**config.mk**
```make
export PLATFORM = sky130hd
export DESIGN_NAME = gtir_top
export DESIGN_NICKNAME = d
export VERILOG_FILES = /design/src/common/gtir_pkg.sv /design/src/common/gtir_evt_if.sv /design/src/gtir_top.sv /design/src/gtir_sync.sv /design/src/gtir_sticky.sv
export SDC_FILE = /design/constraint.sdc
export NUM_CORES = 1
export LEC_CHECK = 0
export ABC_AREA = 1
export BUFFER_PORTS_ARGS = -buffer_cell sky130_fd_sc_hd__buf_2
export CORE_MARGIN = 1
export CORE_UTILIZATION = 40
export DETAILED_ROUTE_END_ITERATION = 12
export GPL_ROUTABILITY_DRIVEN = 0
export PLACE_DENSITY = 0.7
export SLEW_MARGIN = 20
export SYNTH_ARGS = -nofsm -noshare
export SYNTH_HDL_FRONTEND = slang
export SYNTH_SLANG_ARGS = --single-unit
```
**constraint.sdc**
```tcl
create_clock -name mclk_in -period 1.7 [get_ports mclk_in]
set_input_delay 0.17 -clock mclk_in [delete_from_list [all_inputs] [get_ports mclk_in]]
set_output_delay 0.17 -clock mclk_in [all_outputs]
set_load 0.01 [all_outputs]
```
**src/common/gtir_pkg.sv**
```systemverilog
// Purpose: shared constants for the pin and timing interrupt register bank
// Assumes: 16-bit registers, 5-bit register addresses from the MDIO/SPI front end
// Notes: timing register indices are shared by SPI and MDIO bank 1
package gtir_pkg;
  localparam int ADDR_W = 5;
  localparam int DATA_W = 16;
  localparam int IDX_W = 3;
  // ----------------------------------------------------------------
  // register indices inside the timing bank
  // ----------------------------------------------------------------
  localparam logic [IDX_W-1:0] OFF_IDENT = 3'h0;
  localparam logic [IDX_W-1:0] OFF_CTRL_A = 3'h1;
  localparam logic [IDX_W-1:0] OFF_CTRL_B = 3'h2;
  localparam logic [IDX_W-1:0] OFF_STATUS = 3'h3;
  localparam logic [IDX_W-1:0] OFF_IRQ_ST = 3'h4;
  localparam logic [IDX_W-1:0] OFF_IRQ_EN = 3'h5;
  // ----------------------------------------------------------------
  // address windows
  // ----------------------------------------------------------------
  localparam logic [ADDR_W-1:0] SPI_LAST = 5'h05;
  localparam logic [ADDR_W-1:0] MDIO_EXT_BASE = 5'h10;
  localparam logic [ADDR_W-1:0] MDIO_EXT_LAST = 5'h15;
  localparam logic [ADDR_W-1:0] MDIO_BANK_ADDR = 5'h1F;
  localparam logic [1:0] BANK_PHY = 2'h0;
  localparam logic [1:0] BANK_TIMING = 2'h1;
  // ----------------------------------------------------------------
  // field layout and reset values
  // ----------------------------------------------------------------
  localparam int CTRL_A_W = 15;
  localparam int CTRL_A_RST_BIT = 15;
  localparam int CTRL_B_W = 14;
  localparam int EDGE_UP_BIT = 13;
  localparam int EDGE_LO_BIT = 12;
  localparam int MODE_W = 3;
  localparam int PIN_N = 7;
  localparam int LOWER_PINS = 3;
  localparam int IRQ_W = 14;
  localparam int BCFG_W = 4;
  localparam int BCFG_SPIOFF = 0;
  localparam logic [MODE_W-1:0] MODE_OFF = 3'h0;
  localparam logic [MODE_W-1:0] MODE_CLK125 = 3'h4;
  localparam logic [MODE_W-1:0] MODE_OUT_RST = 3'h6;
endpackage

```
**src/common/gtir_evt_if.sv**
```systemverilog
// Purpose: event set/clear bundle between the bank and its sticky bits
// Assumes: one clock domain
// Notes: q is the held flag vector
`timescale 1ns/1ps
`default_nettype none
interface gtir_evt_if #(parameter int W = 1);
  logic [W-1:0] set;
  logic [W-1:0] clr;
  logic [W-1:0] q;
  modport src (output set, output clr, input q);
  modport bank (input set, input clr, output q);
endinterface
`default_nettype wire

```
**src/gtir_top.sv**
```systemverilog
// Purpose: pin control, pin status and timing interrupt register bank
// Assumes: MDIO/SPI front end presents decoded single-cycle accesses
// Notes: answers one cycle after the access; reads clear latched flags
// Function
// - serial port off moves timing bank to MDIO
// - two-bit bank field picks MDIO 16-21 set
// - ident register read-only: step and part code
// - control bit 15 resets device, self clears
// - two output pin modes, reset to 110
// - pin1 mode strap: clock output or off
// - general pin 2-7 modes reset to 000
// - upper pins edge select for latching
// - lower pins edge select for latching
// - pin latched flags set on edge, read clears
// - live pin levels shown without latching
// - summary bits for timing and PHY interrupts
// - stamp queue overflow flags latch until read
// - stamp queue filled flags latch until read
// - pulse queue has-room flags latch until read
// - pulse sequence done flags latch until read
// - marked pulse event done flags latch
// - time adjust done flag latches until read
// - per-bit timing interrupt enables, reset zero
// - enabled flag drives interrupt toward pins
`timescale 1ns/1ps
`default_nettype none
module gtir_top #(
  parameter logic [3:0] SILICON_STEP = 4'h1, // arbitrary value
  parameter logic [11:0] PART_CODE = 12'h5A3 // arbitrary value
)(
  // clock, reset, enable
  input wire logic mclk_in,
  input wire logic reset_in,
  input wire logic ce_in,
  // register access from the management front end
  input wire logic acc_valid_in,
  input wire logic acc_write_in,
  input wire logic acc_spi_in,
  input wire logic [gtir_pkg::ADDR_W-1:0] acc_addr_in,
  input wire logic [gtir_pkg::DATA_W-1:0] acc_wdata_in,
  output logic [gtir_pkg::DATA_W-1:0] rdata_out,
  output logic ack_out,
  // pins
  input wire logic [gtir_pkg::PIN_N-1:0] gpio_pin_in,
  input wire logic strap_mode_in,
  input wire logic out_pin_a_in,
  // timing engine events
  input wire logic [2:0] stamp_q_overflow_in,
  input wire logic [2:0] stamp_q_nonempty_in,
  input wire logic [1:0] pulse_q_full_in,
  input wire logic [1:0] pulse_seq_done_in,
  input wire logic [1:0] pulse_event_done_in,
  input wire logic [1:0] pulse_event_mark_in,
  input wire logic time_adjust_done_in,
  input wire logic phy_irq_summary_in,
  // configuration and interrupt
  output logic [gtir_pkg::MODE_W-1:0] out_pin_a_mode_out,
  output logic [gtir_pkg::MODE_W-1:0] out_pin_b_mode_out,
  output logic [gtir_pkg::PIN_N*gtir_pkg::MODE_W-1:0] pin_mode_out,
  output logic serial_port_off_out,
  output logic [2:0] serial_cfg_out,
  output logic [1:0] bank_sel_out,
  output logic dev_reset_out,
  output logic timing_irq_out
);
  import gtir_pkg::*;

  // ----------------------------------------------------------------
  // declarations
  // ----------------------------------------------------------------
  logic [PIN_N+1:0] sync_q;
  logic [PIN_N-1:0] pins_s;
  logic strap_s;
  logic out_a_s;
  logic rst_all;
  logic spi_hit, mdio_hit, bank_hit, hit, rd, wr;
  logic [IDX_W-1:0] reg_idx;
  logic [DATA_W-1:0] rd_val;
  logic [MODE_W-1:0] pin1_def;
  logic timing_sum;
  logic [CTRL_A_W-1:0] ctrl_a_reg, ctrl_a_next;
  logic [CTRL_B_W-1:0] ctrl_b_reg, ctrl_b_next;
  logic [BCFG_W-1:0] bank_cfg_reg, bank_cfg_next;
  logic [1:0] page_reg, page_next;
  logic [IRQ_W-1:0] irq_en_reg, irq_en_next;
  logic soft_rst_reg, soft_rst_next;
  logic [PIN_N-1:0] pins_prev_reg, pins_prev_next;
  logic [2:0] ne_prev_reg, ne_prev_next;
  logic [1:0] full_prev_reg, full_prev_next;
  logic [DATA_W-1:0] rdata_reg, rdata_next;
  logic ack_reg, ack_next;
  logic irq_reg, irq_next;
  logic [PIN_N-1:0] pin_set;
  logic [IRQ_W-1:0] irq_set;

  gtir_evt_if #(.W(PIN_N)) pin_evt ();
  gtir_evt_if #(.W(IRQ_W)) irq_evt ();

  // ----------------------------------------------------------------
  // pin synchronisers and latched flags
  // ----------------------------------------------------------------
  // never reset: straps must reach the defaults while reset is still held
  gtir_sync #(.W(PIN_N + 2), .STAGES(2)) u_sync (
    .clk_in(mclk_in),
    .rst_in(1'b0),
    .ce_in(ce_in),
    .d_in({out_pin_a_in, strap_mode_in, gpio_pin_in}),
    .q_out(sync_q)
  );

  assign pins_s = sync_q[PIN_N-1:0];
  assign strap_s = sync_q[PIN_N];
  assign out_a_s = sync_q[PIN_N+1];
  assign rst_all = reset_in | soft_rst_reg;

  gtir_sticky #(.W(PIN_N)) u_pin_flags (
    .clk_in(mclk_in),
    .rst_in(rst_all),
    .ce_in(ce_in),
    .evt(pin_evt)
  );

  gtir_sticky #(.W(IRQ_W)) u_irq_flags (
    .clk_in(mclk_in),
    .rst_in(rst_all),
    .ce_in(ce_in),
    .evt(irq_evt)
  );

  // ----------------------------------------------------------------
  // access decode
  // ----------------------------------------------------------------
  always_comb
  begin
    spi_hit = acc_spi_in && !bank_cfg_reg[BCFG_SPIOFF] && (acc_addr_in <= SPI_LAST);
    mdio_hit = !acc_spi_in && bank_cfg_reg[BCFG_SPIOFF] && (page_reg == BANK_TIMING)
      && (acc_addr_in >= MDIO_EXT_BASE) && (acc_addr_in <= MDIO_EXT_LAST);
    bank_hit = !acc_spi_in && (acc_addr_in == MDIO_BANK_ADDR);
    hit = spi_hit || mdio_hit;
    reg_idx = spi_hit ? acc_addr_in[IDX_W-1:0] : IDX_W'(acc_addr_in - MDIO_EXT_BASE);
    rd = acc_valid_in && !acc_write_in;
    wr = acc_valid_in && acc_write_in;
    pin1_def = (!strap_s && out_a_s) ? MODE_CLK125 : MODE_OFF;
    timing_sum = |(irq_evt.q & irq_en_reg);
  end

  // ----------------------------------------------------------------
  // event detection
  // ----------------------------------------------------------------
  always_comb
  begin
    for (int i = 0; i < PIN_N; i++)
    begin
      if ((i < LOWER_PINS) ? ctrl_b_reg[EDGE_LO_BIT] : ctrl_b_reg[EDGE_UP_BIT])
        pin_set[i] = pins_s[i] && !pins_prev_reg[i];
      else
        pin_set[i] = !pins_s[i] && pins_prev_reg[i];
    end
    irq_set = {stamp_q_overflow_in[2], stamp_q_nonempty_in[2] && !ne_prev_reg[2],
      stamp_q_overflow_in[1], stamp_q_nonempty_in[1] && !ne_prev_reg[1],
      stamp_q_overflow_in[0], stamp_q_nonempty_in[0] && !ne_prev_reg[0],
      1'b0,
      full_prev_reg[1] && !pulse_q_full_in[1],
      pulse_seq_done_in[1],
      pulse_event_done_in[1] && pulse_event_mark_in[1],
      full_prev_reg[0] && !pulse_q_full_in[0],
      pulse_seq_done_in[0],
      pulse_event_done_in[0] && pulse_event_mark_in[0],
      time_adjust_done_in};
    pin_evt.set = pin_set;
    pin_evt.clr = {PIN_N{rd && hit && (reg_idx == OFF_STATUS)}};
    irq_evt.set = irq_set;
    irq_evt.clr = {IRQ_W{rd && hit && (reg_idx == OFF_IRQ_ST)}};
  end

  // ----------------------------------------------------------------
  // read mux
  // ----------------------------------------------------------------
  always_comb
  begin
    rd_val = '0;
    if (bank_hit)
      rd_val = {1'b0, timing_sum, phy_irq_summary_in, 5'h00, bank_cfg_reg, 2'h0, page_reg};
    else if (hit)
    begin
      unique case (reg_idx)
        OFF_IDENT: rd_val = {SILICON_STEP, PART_CODE};
        OFF_CTRL_A: rd_val = {soft_rst_reg, ctrl_a_reg};
        OFF_CTRL_B: rd_val = {2'h0, ctrl_b_reg};
        OFF_STATUS: rd_val = {1'b0, pin_evt.q, 1'b0, pins_s};
        OFF_IRQ_ST: rd_val = {phy_irq_summary_in, timing_sum, irq_evt.q};
        OFF_IRQ_EN: rd_val = {2'h0, irq_en_reg};
        default: rd_val = '0;
      endcase
    end
  end

  // ----------------------------------------------------------------
  // configuration registers
  // ----------------------------------------------------------------
  always_comb
  begin
    ctrl_a_next = ctrl_a_reg;
    ctrl_b_next = ctrl_b_reg;
    bank_cfg_next = bank_cfg_reg;
    page_next = page_reg;
    irq_en_next = irq_en_reg;
    soft_rst_next = soft_rst_reg;
    if (rst_all)
    begin
      ctrl_a_next = {MODE_OUT_RST, MODE_OUT_RST, pin1_def, MODE_OFF, MODE_OFF};
      ctrl_b_next = '0;
      irq_en_next = '0;
      soft_rst_next = 1'b0;
      // the bank page and serial setup sit inside the device reset scope: the hard
      // reset clears them and the soft reset restores them as well
      bank_cfg_next = '0;
      page_next = BANK_PHY;
    end
    else if (ce_in)
    begin
      if (wr && hit && (reg_idx == OFF_CTRL_A))
      begin
        ctrl_a_next = acc_wdata_in[CTRL_A_W-1:0];
        soft_rst_next = acc_wdata_in[CTRL_A_RST_BIT];
      end
      if (wr && hit && (reg_idx == OFF_CTRL_B))
        ctrl_b_next = acc_wdata_in[CTRL_B_W-1:0];
      if (wr && hit && (reg_idx == OFF_IRQ_EN))
        irq_en_next = acc_wdata_in[IRQ_W-1:0];
      if (wr && bank_hit)
      begin
        bank_cfg_next = acc_wdata_in[7:4];
        page_next = acc_wdata_in[1:0];
      end
    end
  end

  always_ff @(posedge mclk_in)
  begin
    ctrl_a_reg <= ctrl_a_next;
    ctrl_b_reg <= ctrl_b_next;
    bank_cfg_reg <= bank_cfg_next;
    page_reg <= page_next;
    irq_en_reg <= irq_en_next;
    soft_rst_reg <= soft_rst_next;
  end

  // ----------------------------------------------------------------
  // history, answer and interrupt registers
  // ----------------------------------------------------------------
  always_comb
  begin
    pins_prev_next = pins_prev_reg;
    ne_prev_next = ne_prev_reg;
    full_prev_next = full_prev_reg;
    rdata_next = rdata_reg;
    ack_next = ack_reg;
    irq_next = irq_reg;
    if (rst_all)
    begin
      // history follows the inputs so a reset never fakes an edge
      pins_prev_next = pins_s;
      ne_prev_next = stamp_q_nonempty_in;
      full_prev_next = pulse_q_full_in;
      rdata_next = '0;
      ack_next = 1'b0;
      irq_next = 1'b0;
    end
    else if (ce_in)
    begin
      pins_prev_next = pins_s;
      ne_prev_next = stamp_q_nonempty_in;
      full_prev_next = pulse_q_full_in;
      rdata_next = rd ? rd_val : '0;
      ack_next = acc_valid_in;
      irq_next = timing_sum;
    end
  end

  always_ff @(posedge mclk_in)
  begin
    pins_prev_reg <= pins_prev_next;
    ne_prev_reg <= ne_prev_next;
    full_prev_reg <= full_prev_next;
    rdata_reg <= rdata_next;
    ack_reg <= ack_next;
    irq_reg <= irq_next;
  end

  assign rdata_out = rdata_reg;
  assign ack_out = ack_reg;
  assign out_pin_a_mode_out = ctrl_a_reg[14:12];
  assign out_pin_b_mode_out = ctrl_a_reg[11:9];
  assign pin_mode_out = {ctrl_b_reg[11:0], ctrl_a_reg[2:0], ctrl_a_reg[5:3], ctrl_a_reg[8:6]};
  assign serial_port_off_out = bank_cfg_reg[BCFG_SPIOFF];
  assign serial_cfg_out = bank_cfg_reg[3:1];
  assign bank_sel_out = page_reg;
  assign dev_reset_out = soft_rst_reg;
  assign timing_irq_out = irq_reg;
endmodule
`default_nettype wire

```
**src/gtir_sync.sv**
```systemverilog
// Purpose: multi-bit two-stage synchroniser for pin inputs
// Assumes: bits are independent levels
// Notes: only the last stage is visible outside
`timescale 1ns/1ps
`default_nettype none
module gtir_sync #(
  parameter int W = 1,
  parameter int STAGES = 2
)(
  // clock and control
  input wire logic clk_in,
  input wire logic rst_in,
  input wire logic ce_in,
  // data
  input wire logic [W-1:0] d_in,
  output logic [W-1:0] q_out
);
  logic [W-1:0] st_reg [STAGES];
  logic [W-1:0] st_next [STAGES];

  if (STAGES < 2) $error("gtir_sync needs at least two stages");

  always_comb
  begin
    st_next = st_reg;
    if (rst_in)
    begin
      for (int i = 0; i < STAGES; i++)
        st_next[i] = '0;
    end
    else if (ce_in)
    begin
      st_next[0] = d_in;
      for (int i = 1; i < STAGES; i++)
        st_next[i] = st_reg[i-1];
    end
  end

  always_ff @(posedge clk_in)
  begin
    st_reg <= st_next;
  end

  assign q_out = st_reg[STAGES-1];
endmodule
`default_nettype wire

```
**src/gtir_sticky.sv**
```systemverilog
// Purpose: latched status flags, set by events, cleared on read
// Assumes: clear and set arrive in the same clock domain
// Notes: a set in the clearing cycle survives
`timescale 1ns/1ps
`default_nettype none
module gtir_sticky #(
  parameter int W = 1
)(
  // clock and control
  input wire logic clk_in,
  input wire logic rst_in,
  input wire logic ce_in,
  // flags
  gtir_evt_if.bank evt
);
  logic [W-1:0] q_reg;
  logic [W-1:0] q_next;

  if (W < 1) $error("gtir_sticky width must be positive");

  always_comb
  begin
    q_next = q_reg;
    if (rst_in)
      q_next = '0;
    else if (ce_in)
      q_next = (q_reg & ~evt.clr) | evt.set;
  end

  always_ff @(posedge clk_in)
  begin
    q_reg <= q_next;
  end

  assign evt.q = q_reg;
endmodule
`default_nettype wire

```
==> impl_metrics.toml <==
[status]
status = "finished clean"

[run]
drv_cap = 0

[synthesis]
synth-edff-count = 33
synthDistinctLibCells = 36
ys_ff_latch = 119
syn_inst = 593
syn-mean-instance-area_sq_um = 8.48
ys_seq_area_share_pct = 53.9
yosys_most_used_dff = "dfxtp_1"
ys_async_sr_fraction_pct = 0
synth_area_sq_um = 5030
synth_nets = 645
yosysWarnings = 0

[critical_path]
cp.required_ns = 2.04
worstSetupPathType = "reg -> reg"
worst_setup_path_start_kind = "flip-flop"
critPathTopFamily = "simple AND/OR/NAND/NOR gates"
path_max_fanout = 9
end_kind = "flip-flop"
critPathSlowestCell = "dfxtp_1"
slowest_delay_ns = 0.31
crit_arrival_ns = 1.91
crit_buf_inv = 3
path_cells = "nor2_2 -> inv_2 -> nor2_4 -> inv_2 -> nor2_4 -> inv_1 -> o21ai_1"

[sta]
tightest_slew_ns = 0.464
period_needed_ns = 1.57
fin_crit_sh_pct = 92.2
slew_headroom_pct = 68.7
max_freq_ghz = 0.638
finalSetupViolCount = 0
skew_ns = 0.00850
hold_viol_final = 0
rsz0062_at_grt = "false"
slew_violations = 0
fin_tns_setup_ns = 0

[clock_tree]
h-tree-depth = 4
cts.path.max_buffers = 2
cts_root_buf = "clkbuf_16"
cts.sinks = 119
cts_buffers = 17
tritoncts = "done"
clk_latency_ns = 0.42
path_clk_slew_ns = 0.06

[layout]
largest_reg_flops = 16
final_common_cell = "nand2_1"
syn2layout_area_growth_pct = 28.9
drive_above_1_share_pct = 24.0
nets = 767
final_cell_mix = "136 x nand2_1, 103 x buf_2, 86 x dfxtp_1"
num_antenna_cells = 0

[global_routing]
grt_pass1_wl_mm = 22.5
antenna_found_initial = 0
grt_overflow = 0
grt_max_degree = 54
grt_use_total_pct = 23.3
grt_pass1_vias = 4351

[detailed_routing]
remaining_drc_errors = 0
dr_total_vias = 4629
routed_via_density = 5.17
drtPass1Iterations = 5
wl_per_cell_microns = 16.2
routed_wl_mm = 14.5
drt_iter0_markers = 361
postRouteAntennaNets = 0

[floorplanning]
ioPinCount = 104
die-width_microns = 114
die_h_microns = 114
die_area_sq_um = 13000
core_area_sq_um = 12100
start_util_pct = 41.5
core.rowCount = 40

[pwr]
irDropWorstVdd_uv = 896
power_mw = 7.07
p_per_area_nw_per_um2 = 1090
power.leakage_nw = 2.77

[placement]
dp_hpwl_mm = 10.5
port_buffers = 103

[min_path]
min_path_type = "in -> reg"
## per-layer routing
layer,GRT usage [%],routed length [microns]
met1,29.9,6240
met2,36.3,6750
met3,7.25,1070
met4,10.3,476
met5,0,0
## where the power goes
part | leakage (nW) | switching, mW | internal (mW)
registers | 1.03 | 0.0523 | 3.02
clock network | 0.281 | 1.39 | 2.19
logic | 1.46 | 0.262 | 0.168
## metrics by stage
| step | instances | setup WS [ns] | util, % | hold slack (ns) | cell area, sq um |
|---|---|---|---|---|---|
| 6_report | 896 | 0.133 | 53.5 | 0.0155 | 6480 |
| 3_3_place_gp | 849 | 0.109 | 47.3 | 0.346 | 5720 |
| 5_1_grt | 896 | 0.0147 | 53.5 | 0.0170 | 6480 |
| 2_1_floorplan | 593 | 0.0520 | - | 0.269 | 5030 |
| 3_5_place_dp | 849 | 0.0449 | 47.3 | 0.348 | 5720 |
| 4_1_cts | 896 | 0.0344 | 53.4 | 0.00309 | 6470 |
## cells in the mapped netlist (all sizes together), types with 2 or more instances
| master | instances | share of area, % |
|---|---|---|
| a22oi | 6 | 0.90 |
| o2111ai | 5 | 0.87 |
| nor2 | 21 | 2.0 |
| dfxtp | 86 | 34 |
| o22ai | 7 | 0.87 |
| nand3b | 6 | 0.90 |
| nor3 | 9 | 1.3 |
| nand4 | 9 | 1.5 |
| inv | 67 | 5.0 |
| clkbuf | 10 | 0.82 |
| edfxtp | 33 | 20 |
| nand2 | 138 | 10 |
| nand3 | 26 | 2.7 |
| o21ai | 72 | 7.3 |
| buf | 24 | 3.4 |
| a32oi | 2 | 0.35 |
| a21oi | 67 | 6.9 |
## cells by family after synthesis
family,after synthesis,share of synthesized area (%)
buffers and inverters,102,9.33
and+or+nand+nor,210,19.1
AOI/OAI and AO/OA,162,17.7
DFF,119,53.9
## tightest hold or removal path, stage by stage
cell     delay [ns]
buf_2          0.10
nand2_1        0.05
a21oi_1        0.06
## area by class of cell
type                            instances  area [sq um]
Clock buffer                           17           425
Sequential cell                       119          2710
Inverter                               68           256
Multi-Input combinational cell        372          1860
Clock inverter                         15           168
Timing Repair Buffer                  137           846
Fill cell                            1134          5630
Tap cell                              168           210
## what timing repair did
item,in CTS,in global routing
setup buffers,0,0
resized for setup,0,3
endpoints found under the setup margin,0,25
hold buffers,15,0
endpoints found under the hold margin,15,0
## worst paths after layout
kind	startpoint	endpoint	slack, ns	cells after the start
min reg2reg	u_sync.st_reg[15]	u_sync.q_out[6]	0.42	0
max reg2reg	dev_reset_out	rdata_out[3]	0.13	7
max	dev_reset_out	rdata_out[3]	0.13	7
min	stamp_q_overflow_in[2]	u_irq_flags.evt.q[13]	0.02	3
Note: power is estimated with default switching activity, not from simulation.
